<file path="config.mk">
export PLATFORM = sky130hd
export DESIGN_NAME = pdt_timer
export DESIGN_NICKNAME = d
export VERILOG_FILES = /design/src/rtl/pdt_pkg.sv /design/src/rtl/pdt_prescale.sv /design/src/rtl/pdt_timer.sv
export VERILOG_INCLUDE_DIRS = /design/src /design/src/rtl
export SDC_FILE = /design/constraint.sdc
export NUM_CORES = 1
export LEC_CHECK = 0
export ABC_AREA = 1
export BUFFER_PORTS_ARGS = -buffer_cell sky130_fd_sc_hd__buf_2
export CORE_UTILIZATION = 58
export CTS_CLUSTER_SIZE = 40
export DETAILED_ROUTE_END_ITERATION = 8
export PLACE_DENSITY = 0.81
export SLEW_MARGIN = 20
export SYNTH_ARGS = -nofsm -noshare
export SYNTH_HDL_FRONTEND = slang
export SYNTH_SLANG_ARGS = --single-unit
</file>
<file path="constraint.sdc">
create_clock -name hclk -period 2.45 [get_ports hclk]
set_clock_uncertainty 0.05 [all_clocks]
set_input_delay 0.1225 -clock hclk [delete_from_list [all_inputs] [get_ports hclk]]
set_output_delay 0.1225 -clock hclk [all_outputs]
set_load 0.03 [all_outputs]
</file>
<file path="src/rtl/pdt_cfg.svh">
// Purpose: register map, field positions, reset values and clock figures of the
//          periodic down timer
// Assumes: 32-bit AHB-Lite slave, one aligned word per register
// Notes:   included by bare name; definitions only
`ifndef PDT_CFG_SVH
`define PDT_CFG_SVH

// block placement: 32-byte window at a fixed base
`define PDT_BASE_ADDR   32'hFFFEC600
`define PDT_BASE_MASK   32'hFFFFFFE0

// register byte offsets inside the window
`define PDT_OFF_LOAD    5'h00
`define PDT_OFF_COUNT   5'h04
`define PDT_OFF_CTRL    5'h08
`define PDT_OFF_STAT    5'h0C
`define PDT_OFF_CLR     5'h10
`define PDT_OFF_IEN     5'h14

// timer_control fields
`define PDT_CTRL_EN_BIT   0
`define PDT_CTRL_AUTO_BIT 1
`define PDT_CTRL_IRQ_BIT  2
`define PDT_PRE_LSB       8
`define PDT_PRE_MSB       15
`define PDT_PRE_W         8

// expiry_status / clear / enable layout
`define PDT_STAT_EXP_BIT  0

// reset values
`define PDT_LOAD_RST    32'h00000000
`define PDT_COUNT_RST   32'h00000000
`define PDT_PRE_RST     8'h00

// timer clock before prescaling
`define PDT_CLK_HZ      200000000

`endif

</file>
<file path="src/rtl/pdt_pkg.sv">
// Purpose: shared types of the periodic down timer
// Assumes: constants live in pdt_cfg.svh
// Notes:   bus state machine is one-hot
package pdt_pkg;

    // bus slave states
    typedef enum logic [1:0] {
        PDT_BUS_IDLE   = 2'b01,
        PDT_BUS_RDWAIT = 2'b10
    } pdt_bus_state_t;

    // decoded register select
    typedef enum logic [2:0] {
        PDT_SEL_NONE  = 3'h0,
        PDT_SEL_LOAD  = 3'h1,
        PDT_SEL_COUNT = 3'h2,
        PDT_SEL_CTRL  = 3'h3,
        PDT_SEL_STAT  = 3'h4,
        PDT_SEL_CLR   = 3'h5,
        PDT_SEL_IEN   = 3'h6
    } pdt_sel_t;

endpackage

</file>
<file path="src/rtl/pdt_prescale.sv">
// Purpose: prescale divider, one tick every prescale+1 enabled cycles
// Assumes: run and prescale come from registers on hclk
// Notes:   divider freezes while run is low
`timescale 1ns/10ps
`include "pdt_cfg.svh"

module pdt_prescale (
    // clock and reset
    input  wire logic                   hclk,
    input  wire logic                   hresetn,
    // control
    input  wire logic                   run,
    input  wire logic [`PDT_PRE_W-1:0]  prescale,
    // decrement strobe
    output logic                        tick
);
    import pdt_pkg::*;

    logic [`PDT_PRE_W-1:0] div_reg;

    // >= so a prescale lowered mid-period still ends the period at once
    assign tick = run && (div_reg >= prescale);

    // divider holds its phase while stopped
    always_ff @(posedge hclk or negedge hresetn) begin
        if (!hresetn) begin
            div_reg <= `PDT_PRE_RST;
        end else if (!run) begin
            div_reg <= div_reg;
        end else if (tick) begin
            div_reg <= `PDT_PRE_RST;
        end else begin
            div_reg <= div_reg + 8'h01;
        end
    end

endmodule

</file>
<file path="src/rtl/pdt_timer.sv">
// Purpose: periodic down timer with AHB-Lite register slave and level interrupt
// Assumes: single slave on the bus, word transfers only, hclk at 200 MHz
// Notes:   writes take no wait state, reads take one wait state
//
// Operation
// - registers sit at a fixed base and accept 32-bit word reads and writes.
// - count_enable one starts counting, zero stops it.
// - while enabled, count decrements on each tick until it reaches zero.
// - reaching zero sets expiry_flag for polling software.
// - writing one clears expiry_flag, writing zero leaves it.
// - with irq_enable set, reaching zero raises the interrupt.
// - with auto_reload zero, counting stops at zero.
// - with auto_reload one, zero reloads start_count and counting continues.
// - present count is readable in current_count.
// - decrement once every prescaler-plus-one clock cycles.
// - counting logic runs on the 200 MHz timer clock before prescaling.
`timescale 1ns/10ps
`include "pdt_cfg.svh"

module pdt_timer (
    // clock and reset
    input  wire logic        hclk,
    input  wire logic        hresetn,
    // ahb-lite slave
    input  wire logic        hsel,
    input  wire logic [31:0] haddr,
    input  wire logic [1:0]  htrans,
    input  wire logic        hwrite,
    input  wire logic [2:0]  hsize,
    input  wire logic [31:0] hwdata,
    input  wire logic        hready,
    output logic      [31:0] hrdata,
    output logic             hreadyout,
    output logic             hresp,
    // interrupt
    output logic             irq
);
    import pdt_pkg::*;

    // bus side state
    pdt_bus_state_t            bus_state_reg;
    pdt_sel_t                  rd_sel_reg;
    pdt_sel_t                  wr_sel_reg;
    logic                      wr_pend_reg;
    logic [31:0]               hrdata_reg;
    logic                      hreadyout_reg;
    logic                      hresp_reg;
    // timer state
    logic [31:0]               load_reg;
    logic [31:0]               count_reg;
    logic                      en_reg;
    logic                      auto_reg;
    logic                      ien_reg;
    logic [`PDT_PRE_W-1:0]     pre_reg;
    logic                      flag_reg;
    logic                      irq_reg;
    // internal strobes
    logic                      aphase;
    logic                      wr_do;
    logic                      wr_load;
    logic                      wr_ctrl;
    logic                      wr_ien;
    logic                      clr_hit;
    logic                      tick;
    logic                      expiry_ev;
    logic [31:0]               rd_word;
    logic [31:0]               ctrl_word;

    // offset decode inside the block window; outside the window selects nothing
    function automatic pdt_sel_t sel_of(input logic [31:0] a);
        pdt_sel_t s;
        s = PDT_SEL_NONE;
        if ((a & `PDT_BASE_MASK) != `PDT_BASE_ADDR) begin
            s = PDT_SEL_NONE;
        end else if (a[4:0] == `PDT_OFF_LOAD) begin
            s = PDT_SEL_LOAD;
        end else if (a[4:0] == `PDT_OFF_COUNT) begin
            s = PDT_SEL_COUNT;
        end else if (a[4:0] == `PDT_OFF_CTRL) begin
            s = PDT_SEL_CTRL;
        end else if (a[4:0] == `PDT_OFF_STAT) begin
            s = PDT_SEL_STAT;
        end else if (a[4:0] == `PDT_OFF_CLR) begin
            s = PDT_SEL_CLR;
        end else if (a[4:0] == `PDT_OFF_IEN) begin
            s = PDT_SEL_IEN;
        end
        return s;
    endfunction

    // outputs straight from flip-flops
    assign hrdata    = hrdata_reg;
    assign hreadyout = hreadyout_reg;
    assign hresp     = hresp_reg;
    assign irq       = irq_reg;

    // address phase taken; hsize is not checked, every access acts as a word
    assign aphase  = hsel && htrans[1] && hready;
    assign wr_do   = wr_pend_reg && hready;
    assign wr_load = wr_do && (wr_sel_reg == PDT_SEL_LOAD);
    assign wr_ctrl = wr_do && (wr_sel_reg == PDT_SEL_CTRL);
    assign wr_ien  = wr_do && (wr_sel_reg == PDT_SEL_IEN);
    // status and the clear alias both clear on a one
    assign clr_hit = wr_do && hwdata[`PDT_STAT_EXP_BIT]
                     && ((wr_sel_reg == PDT_SEL_STAT) || (wr_sel_reg == PDT_SEL_CLR));

    // control word as read back
    always_comb begin
        ctrl_word = 32'h00000000;
        ctrl_word[`PDT_CTRL_EN_BIT]             = en_reg;
        ctrl_word[`PDT_CTRL_AUTO_BIT]           = auto_reg;
        ctrl_word[`PDT_CTRL_IRQ_BIT]            = ien_reg;
        ctrl_word[`PDT_PRE_MSB:`PDT_PRE_LSB]    = pre_reg;
    end

    // read mux; clear alias and unmapped offsets read zero
    always_comb begin
        rd_word = 32'h00000000;
        case (rd_sel_reg)
            PDT_SEL_LOAD:  rd_word = load_reg;
            PDT_SEL_COUNT: rd_word = count_reg;
            PDT_SEL_CTRL:  rd_word = ctrl_word;
            PDT_SEL_STAT:  rd_word[`PDT_STAT_EXP_BIT] = flag_reg;
            PDT_SEL_IEN:   rd_word[`PDT_STAT_EXP_BIT] = ien_reg;
            default:       rd_word = 32'h00000000;
        endcase
    end

    // read path: one wait state so a write in the preceding data phase is seen
    always_ff @(posedge hclk or negedge hresetn) begin
        if (!hresetn) begin
            bus_state_reg <= PDT_BUS_IDLE;
            rd_sel_reg    <= PDT_SEL_NONE;
            hrdata_reg    <= 32'h00000000;
            hreadyout_reg <= 1'b1;
        end else begin
            case (bus_state_reg)
                PDT_BUS_IDLE: begin
                    if (aphase && !hwrite) begin
                        bus_state_reg <= PDT_BUS_RDWAIT;
                        rd_sel_reg    <= sel_of(haddr);
                        hreadyout_reg <= 1'b0;
                    end
                end
                PDT_BUS_RDWAIT: begin
                    hrdata_reg    <= rd_word;
                    hreadyout_reg <= 1'b1;
                    bus_state_reg <= PDT_BUS_IDLE;
                end
                default: begin
                    bus_state_reg <= PDT_BUS_IDLE;
                    hreadyout_reg <= 1'b1;
                end
            endcase
        end
    end

    // write path: capture the address phase, commit when the data phase ends
    always_ff @(posedge hclk or negedge hresetn) begin
        if (!hresetn) begin
            wr_pend_reg <= 1'b0;
            wr_sel_reg  <= PDT_SEL_NONE;
        end else if (hready) begin
            wr_pend_reg <= aphase && hwrite;
            wr_sel_reg  <= sel_of(haddr);
        end
    end

    // response is always okay
    always_ff @(posedge hclk or negedge hresetn) begin
        if (!hresetn) begin
            hresp_reg <= 1'b0;
        end else begin
            hresp_reg <= 1'b0;
        end
    end

    // start count register
    always_ff @(posedge hclk or negedge hresetn) begin
        if (!hresetn) begin
            load_reg <= `PDT_LOAD_RST;
        end else if (wr_load) begin
            load_reg <= hwdata;
        end
    end

    // control fields; the enable alias shares the irq_enable bit
    always_ff @(posedge hclk or negedge hresetn) begin
        if (!hresetn) begin
            en_reg   <= 1'b0;
            auto_reg <= 1'b0;
            ien_reg  <= 1'b0;
            pre_reg  <= `PDT_PRE_RST;
        end else if (wr_ctrl) begin
            en_reg   <= hwdata[`PDT_CTRL_EN_BIT];
            auto_reg <= hwdata[`PDT_CTRL_AUTO_BIT];
            ien_reg  <= hwdata[`PDT_CTRL_IRQ_BIT];
            pre_reg  <= hwdata[`PDT_PRE_MSB:`PDT_PRE_LSB];
        end else if (wr_ien) begin
            ien_reg  <= hwdata[`PDT_STAT_EXP_BIT];
        end
    end

    // prescale divider on the 200 MHz timer clock
    pdt_prescale u_prescale (
        .hclk     (hclk),
        .hresetn  (hresetn),
        .run      (en_reg),
        .prescale (pre_reg),
        .tick     (tick)
    );

    // expiry is the step from one to zero; a load write in that cycle wins
    assign expiry_ev = tick && !wr_load && (count_reg == 32'h00000001);

    // current count; writing start_count also seeds the count
    always_ff @(posedge hclk or negedge hresetn) begin
        if (!hresetn) begin
            count_reg <= `PDT_COUNT_RST;
        end else if (wr_load) begin
            count_reg <= hwdata;
        end else if (tick) begin
            if (count_reg != 32'h00000000) begin
                count_reg <= count_reg - 32'h00000001;
            end else if (auto_reg) begin
                count_reg <= load_reg;
            end else begin
                count_reg <= count_reg;
            end
        end
    end

    // sticky expiry flag; a new expiry beats a clear in the same cycle
    always_ff @(posedge hclk or negedge hresetn) begin
        if (!hresetn) begin
            flag_reg <= 1'b0;
        end else if (expiry_ev) begin
            flag_reg <= 1'b1;
        end else if (clr_hit) begin
            flag_reg <= 1'b0;
        end
    end

    // level interrupt, one cycle behind the flag
    always_ff @(posedge hclk or negedge hresetn) begin
        if (!hresetn) begin
            irq_reg <= 1'b0;
        end else begin
            irq_reg <= flag_reg && ien_reg;
        end
    end
endmodule
</file>
==> results of run 1 <==
## power breakdown
| group | switching [mW] | total, mW | leakage, nW | internal, mW |
|---|---|---|---|---|
| clock | 0.910 | 2.47 | 0.287 | 1.56 |
| sequential | 0.118 | 2.32 | 1.64 | 2.21 |
| combinational | 0.616 | 0.971 | 2.80 | 0.355 |
## routing by layer
metal	global-route usage (%)	vias to the layer above	part of all wire, %
li1	-	3441	-
met4	10.2	0	1.4
met5	0	-	0
met3	6.00	22	6.8
met2	51.6	245	48
met1	41.9	3212	44
## synth_stat cells
master,count,area [µm²]
o211ai_2,1,12.5
o221ai_1,1,8.76
xor2_1,18,158
buf_2,8,40.0
nor2_1,81,304
dfstp_2,1,26.3
inv_1,121,454
and2_1,1,6.26
a21oi_1,22,110
o21ai_0,93,465
o22ai_1,24,150
nand2_1,342,1280
inv_2,2,7.51
o21ai_1,3,15.0
ha_1,11,138
nor3_1,7,35.0
o21a_1,1,7.51
dfrtp_1,125,3130
conb_1,1,3.75
o21ai_2,8,70.1
clkinv_1,1,3.75
nor4_1,7,43.8
nor3b_1,1,7.51
nand4_1,11,68.8
nand3_2,2,20.0
o21bai_1,1,7.51
nor2_2,4,25.0
nand2_4,4,45.0
nor2_8,2,40.0
o211ai_1,2,15.0
nand2_2,4,25.0
clkbuf_1,15,56.3
a31oi_1,1,6.26
nor2_4,2,22.5
buf_4,5,37.5
buf_6,8,90.1
nand3_1,55,275
## how the worst max path moves through the flow
| stage | startpoint | end | slack [ns] | depth (start not counted) |
|---|---|---|---|---|
| floorplan | count_reg[0] | count_reg[14] | 0.62 | 12 |
| global placement | count_reg[0] | count_reg[6] | 0.29 | 11 |
| detailed placement | count_reg[0] | count_reg[13] | 0.22 | 11 |
| CTS | count_reg[0] | count_reg[13] | 0.21 | 11 |
| global route | count_reg[0] | count_reg[27] | 0.07 | 11 |
| finish | count_reg[0] | count_reg[11] | 0.21 | 11 |
## layout make-up
type,count,area (µm²)
inverter,124,465
fill,988,3260
sequential,126,3150
multi-input combinational,710,3370
clock buffer,20,467
timing repair buffer,154,1020
clock inverter,12,118
tap,168,210
## repair_timing
| action | in CTS | in global routing |
|---|---|---|
| buffers inserted | 0 | 0 |
| hold buffers | 36 | 0 |
| endpoints found under the hold margin | 105 | 0 |
## kinds of logic (layout without fill, tap and decap cells)
| kind of cell | count (synthesis) | after routing | synth area share (%) |
|---|---|---|---|
| compound gates | 157 | 157 | 12.0 |
| xor+xnor | 18 | 18 | 2.19 |
| fa+ha+maj | 11 | 11 | 1.91 |
| buf+inv | 160 | 310 | 9.56 |
| flops | 126 | 126 | 43.7 |
| other cells | 1 | 1 | 0.0520 |
| simple gates | 523 | 523 | 30.5 |
## worst register-to-register path, stage by stage, from the launching register on
cell and delay (ns):
dfrtp_1 0.41, inv_1 0.11, ha_1 0.26, nand2_4 0.11, nor2_8 0.19, nand2_4 0.11, nor2_8 0.17, nand2_2 0.06
nand3_2 0.07, nand2_4 0.28, nand2_1 0.23, o21ai_2 0.06
## per-stage QoR
stage	setup WS, ns	hold WS (ns)	cells	total power, mW
after floorplan	0.625	-0.223	996	2.97
after global placement	0.288	0.137	1246	3.24
after detailed placement	0.217	0.132	1246	3.26
after CTS	0.214	0.0110	1314	5.79
after global routing	0.0683	0.0463	1314	6.03
final	0.210	0.0202	1314	5.77
==> metrics.txt, run 1 <==
CP cell instances=inv_1, ha_1, nand2_4, nor2_8, nand2_4, nor2_8, nand2_2, nand3_2, nand2_4, nand2_1, o21ai_2; Mapped Avg Cell Area=7.24 µm²; post-CTS sizing=0; CP max FO=41; CP endpoint kind=flop; CTS clk-pin slew, worst paths=0.06 ns; Port Buffers=103; I/O pin total=109; dpl cell area=0.00786 mm²; Pre-antenna DRT Iters=5; Residual DRC=0; Seq/Total Area, Yosys=43.7%; Reg2Reg Capture Point=count_reg[11]; fin. max-slew vios=0; VDD IR-drop max=0.000492 V; largest net degree at the start of global routing=49; Critical Path Slowest Stage Cell=dfrtp_1; total gr overflow=0; CP required=2.69 ns; register-to-register setup slack=0.21 ns; detailed router's first-iteration violation count=497; Least-Margin Pin Slew=0.717 ns; status=completed; Die Footprint=0.0129 mm²; Synthesized Nets=1081; Via Count=6920; effective utilization at floorplan=59.8%; unrepaired setup endpoints after global routing=false; ANT nets after route=0; area of the mapped netlist=0.00721 mm²; CTS tree=built; share of layout cells above drive strength 1=15.8%; routability cong.=0.922; Crit Path Class=flop to flop; most frequent cells in the layout=nand2_1, dfrtp_1, inv_1; H-tree depth=4; worst-skew pair later-pin latency=0.42 ns; CTS max path bufs=2; Post-Route WL=18.7 mm; Chip Width=114 µm; root buf cell=clkbuf_16; final instance area=0.00880 mm²; die height=114 µm; vias in the first global route=6674; Worst Hold Class=primary input to flop; max-cap check violation count=0; Rel. slew slack=51.7%; CP startpoint kind=flop; final hold viol count=0; post-layout util=73.0%; flops & latches, synth=126; post-route minimum period=2.24 ns; leakage=4.72 nW; Worst path max stage delay=0.41 ns; Layout area overhead=22.0%; DR WL/cell=14.2 µm; Nets=1218; Global Route Usage Sum=31.3%; warnings from Yosys=0; Site Rows=40; final setup vio count=0; CP Buf/Inv Count=1; reg2reg start=count_reg[0]; diodes inserted=0; R2R cell count=11; Core Box Area=0.0121 mm²; Arr. time, crit path=2.48 ns; delay-heaviest family, CP=simple AND/OR/NAND/NOR gates; Fmax=447 MHz; post-synthesis cell count=996; Hold Startpoint=htrans[1]; dpl hpwl=12.9 mm; antenna violations before repair=0; PD cells=655 mW/mm²; total negative setup slack=0 ns; CTS Buf Count=17; commonest non-fill, non-tap cell in the layout=nand2_1; first-pass GRT wire length=31.4 mm; Yosys cell types=37; most frequent cell on the critical path=nand2_4; Worst Hold End=bus_state_reg[1]; worst hold path depth=3; CTS sink cnt=126; routed vias/inst=5.27; part of the cycle the worst path needs=91.4%
No activity file was read; power rests on OpenSTA's default activity.
==> inputs of run 2 (changes only) <==
--- a/config.mk
+++ b/config.mk
@@ -8,10 +8,10 @@
 export LEC_CHECK = 0
 export ABC_AREA = 1
 export BUFFER_PORTS_ARGS = -buffer_cell sky130_fd_sc_hd__buf_2
-export CORE_UTILIZATION = 58
+export CORE_UTILIZATION = 50
 export CTS_CLUSTER_SIZE = 40
 export DETAILED_ROUTE_END_ITERATION = 8
-export PLACE_DENSITY = 0.81
+export PLACE_DENSITY = 0.71
 export SLEW_MARGIN = 20
 export SYNTH_ARGS = -nofsm -noshare
 export SYNTH_HDL_FRONTEND = slang
==> run 2 against run 1 <==
Against the previous run: total power up 1.7%; global-route usage down 3.8 points; cell count up 0.84%; register-to-register slack about the same; clock power up 4%; count of clock-buffer cells in the layout up 4; die area up 16%; sequential cell count unchanged; fmax about the same; utilization down 9.9 points; largest cell class unchanged; combinational power about the same.
==> metrics.txt, run 2 (synthesis gave the netlist of run 1 again) <==
Chip Width=122 µm; unrepaired setup endpoints after global routing=false; most frequent cell on the critical path=nand2_4; share of layout cells above drive strength 1=15.5%; Port Buffers=103; register-to-register setup slack=0.21 ns; Worst Hold Class=primary input to flop; placed cells=1259; Layout area overhead=22.3%; CP endpoint kind=flop; Pwr Total=5.86 mW; CTS clk-pin slew, worst paths=0.05 ns; CP max FO=41; final setup vio count=0; die height=122 µm; PD cells=664 mW/mm²; Site Rows=43; CTS max path bufs=2; Least-Margin Pin Slew=0.684 ns; Crit Path Class=flop to flop; max-cap check violation count=0; detailed router's first-iteration violation count=455; Global Route Usage Sum=27.6%; R2R cell count=11; Fmax=446 MHz; effective utilization at floorplan=51.6%; area occupied by multi-input gates=0.00337 mm²; antenna violations before repair=0; vias in the first global route=6656; CP startpoint kind=flop; CTS sink cnt=126; H-tree depth=4; dpl hpwl=13.4 mm; routed vias/inst=5.23; post-route minimum period=2.24 ns; I/O pin total=109; most frequent cells in the layout=nand2_1, dfrtp_1, inv_1; Nets=1218; Non-Filler Instances=1325; Arr. time, crit path=2.49 ns; VDD IR-drop max=0.000498 V; Via Count=6929; worst-skew pair later-pin latency=0.42 ns; worst hold path depth=4; post-CTS sizing=0; root buf cell=clkbuf_16; Rel. slew slack=54.0%; Core Box Area=0.0140 mm²; first-pass GRT wire length=31.8 mm; fin. max-slew vios=0; part of the cycle the worst path needs=91.5%; routability cong.=0.896; leakage=4.74 nW; commonest non-fill, non-tap cell in the layout=nand2_1; CP required=2.70 ns; status=completed; diodes inserted=0; total negative setup slack=0 ns; Pre-antenna DRT Iters=8; Residual DRC=0; Worst path max stage delay=0.40 ns; DR WL/cell=14.3 µm; final hold viol count=0; ANT nets after route=0; Die Footprint=0.0149 mm²; post-layout util=63.1%; total gr overflow=0; Post-Route WL=18.9 mm; CP cell instances=inv_1, ha_1, nand2_4, nor2_8, nand2_4, nor2_8, nand2_2, nand3_2, nand2_4, nand2_1, o21ai_2; CTS Buf Count=17; Fillers=1267; largest net degree at the start of global routing=49; CTS tree=built; register area=0.00315 mm²; Critical Path Slowest Stage Cell=dfrtp_1
## run 2: layout make-up
cell class / instances / share of cell area, %
Inverter: 124 / 5.27
Multi-Input combinational cell: 710 / 38.2
Timing Repair Buffer: 154 / 11.5
Tap cell: 180 / 2.55
Sequential cell: 126 / 35.7
Clock buffer: 24 / 5.46
Clock inverter: 7 / 1.25
## run 2: through the flow
stage                     setup WS [ns]  instance area, µm²  hold slack (ns)
after floorplan                   0.625                7210           -0.223
after global placement            0.268                7880          0.00353
after detailed placement          0.211                7880          0.00524
after CTS                         0.212                8820          0.00850
after global routing             0.0336                8820           0.0557
final                             0.209                8820           0.0183
## run 2: what timing repair did
action,CTS,global route
setup buffers,0,0
hold endpoints to repair,149,0
hold buffers,35,0
## run 2: critical path: cells and delay by family, from the launching register on
family	cells	cell delay (ns)
AND/OR/NAND/NOR	8	1.17
flip-flops	1	0.40
AO/OA/AOI/OAI	1	0.06
buffers and inverters	1	0.12
adder cells (fa/ha/maj)	1	0.27
## run 2: worst paths after layout
kind,from,endpoint
setup reg to reg,count_reg[0],count_reg[4]
max in group asynchronous,hresetn,bus_state_reg[0]
hold / removal,haddr[2],wr_sel_reg[0]
hold reg to reg,hrdata[29],hrdata[29]
min in group asynchronous,hresetn,hrdata[15]
setup / recovery,count_reg[0],count_reg[4]
## run 2: metal layers
metal,wire length [µm],track usage (%),part of all wire (%),vias up
met4,259,8.31,1.4,0
met5,0,0,0,-
met1,8770,37.9,46,3228
met3,1090,4.63,5.7,27
met2,8790,44.6,46,228
li1,-,-,-,3446
## run 2: power breakdown
group          total, mW  internal (mW)  leakage (nW)  switching (mW)
combinational      0.971          0.357          2.80           0.614
clock               2.57           1.67         0.294           0.898
sequential          2.33           2.21          1.64           0.120
total               5.86           4.23          4.74            1.63
==> inputs of run 3 (changes only) <==
--- a/config.mk
+++ b/config.mk
@@ -11,7 +11,9 @@
 export CORE_UTILIZATION = 50
 export CTS_CLUSTER_SIZE = 40
 export DETAILED_ROUTE_END_ITERATION = 8
+export HOLD_SLACK_MARGIN = 0.15
 export PLACE_DENSITY = 0.71
+export RECOVER_POWER = 25
 export SLEW_MARGIN = 20
 export SYNTH_ARGS = -nofsm -noshare
 export SYNTH_HDL_FRONTEND = slang
==> run 3 against run 2 <==
Against the previous run: sequential cell count is the same; register-to-register slack hardly changed; utilization grew 1.2 points; critical path depth unchanged; first-iteration DRC count grew 4.2%; largest cell class unchanged.
==> metrics.txt, run 3 (synthesis gave the netlist of run 1 again) <==
CTS sink cnt=126; die height=122 µm; Rel. slew slack=2.73%; CP max FO=2; Via Count=7057; Non-Filler Instances=1343; commonest non-fill, non-tap cell in the layout=nand2_1; unrepaired setup endpoints after global routing=true; total negative setup slack=0 ns; diodes inserted=0; VDD IR-drop max=0.000497 V; fin. max-slew vios=0; Chip Width=122 µm; DR WL/cell=14.6 µm; CTS max path bufs=2; worst-skew pair later-pin latency=0.42 ns; Nets=1236; Global Route Usage Sum=28.1%; routability cong.=0.896; largest net degree at the start of global routing=49; first-pass GRT wire length=32.5 mm; Die Footprint=0.0149 mm²; Core Box Area=0.0140 mm²; Fillers=1241; PD cells=654 mW/mm²; CTS tree=built; Residual DRC=0; CP endpoint kind=flop; root buf cell=clkbuf_16; max-cap check violation count=0; Pre-antenna DRT Iters=5; Layout area overhead=24.7%; final setup vio count=0; share of layout cells above drive strength 1=15.5%; Site Rows=43; Worst Hold Class=primary input to flop; final hold viol count=0; status=completed; Crit Path Class=primary input to flop; I/O pin total=109; part of the cycle the worst path needs=97.8%; Least-Margin Pin Slew=1.46 ns; detailed router's first-iteration violation count=474; ANT nets after route=0; routed vias/inst=5.25; Port Buffers=103; effective utilization at floorplan=51.6%; CTS clk-pin slew, worst paths=0.05 ns; antenna violations before repair=0; WHS=0.208 ns; post-route minimum period=2.40 ns; vias in the first global route=6777; placed cells=1259; total gr overflow=0; dpl hpwl=13.4 mm; R2R cell count=11; H-tree depth=4; most frequent cells in the layout=nand2_1, dfrtp_1, inv_1; Fmax=417 MHz; CP required=2.76 ns; Post-Route WL=19.6 mm; CP startpoint kind=primary input; CTS Buf Count=17; postcts setup bufs=0; worst hold path depth=7; Arr. time, crit path=2.71 ns; leakage=4.80 nW
-- run 3: changes by cell type in the layout (fill, tap and decap cells not counted), moves of 2 or more --
cell	delta
dlygate4sd3_1	+17
nor4_2	+2
clkbuf_1	+2
buf_4	-2
nor4_1	-2
-- run 3: layout make-up --
cell class / instances / area [µm²] / area share, %
clock buffer: 24 / 482 / 5.36
clock inverter: 7 / 110 / 1.22
inverter: 124 / 465 / 5.18
multi-input combinational: 710 / 3390 / 37.7
sequential: 126 / 3150 / 35.1
tap: 180 / 225 / 2.50
timing repair buffer: 172 / 1170 / 13.0
-- run 3: repair_timing --
| action | 4_1_cts | 5_1_grt |
|---|---|---|
| resized for setup | 0 | 3 |
| setup endpoints to repair | 0 | 3 |
| endpoints found under the hold margin | 209 | 0 |
| hold buffers | 53 | 0 |
-- run 3: layer usage --
layer	GRT usage (%)	wire length, µm	vias to the layer above
li1	-	-	3482
met1	38.4	8990	3302
met2	45.7	9150	244
met3	4.78	1170	29
met4	8.23	248	0
met5	0	0	-
-- run 3: power breakdown --
group / switching, mW / total, mW / internal [mW]
logic: 0.621 / 0.986 / 0.365
clock network: 0.899 / 2.57 / 1.67
registers: 0.120 / 2.33 / 2.21
-- run 3: path summary, 6_finish.rpt --
path / start / to / slack [ns]
max: haddr[7] / rd_sel_reg[2] / 0.05
min: haddr[26] / wr_sel_reg[1] / 0.21
max reg2reg: count_reg[0] / count_reg[4] / 0.20
min reg2reg: hrdata[29] / hrdata[29] / 0.42
max in group asynchronous: hresetn / hrdata[20] / 0.61
min in group asynchronous: hresetn / wr_sel_reg[0] / 0.52
-- run 3: critical path: stages --
cell,delay (ns)
dlygate4sd3_1,0.54
buf_2,0.13
nor2_1,0.09
dlygate4sd3_1,0.56
nand2_1,0.10
nor4_2,0.20
nand2_1,0.13
nor2_2,0.15
nand2_1,0.07
dlygate4sd3_1,0.55
nand2_1,0.06
-- run 3: metrics by stage --
step / worst slack (ns) / utilization, % / total power, mW / cell area, µm²
floorplan: 0.625 / - / 2.97 / 7210
global placement: 0.268 / 56.4 / 3.26 / 7880
detailed placement: 0.211 / 56.4 / 3.28 / 7880
CTS: 0.147 / 64.4 / 5.90 / 9000
global route: -0.0955 / 64.3 / 6.15 / 8990
finish: 0.0542 / 64.3 / 5.88 / 8990
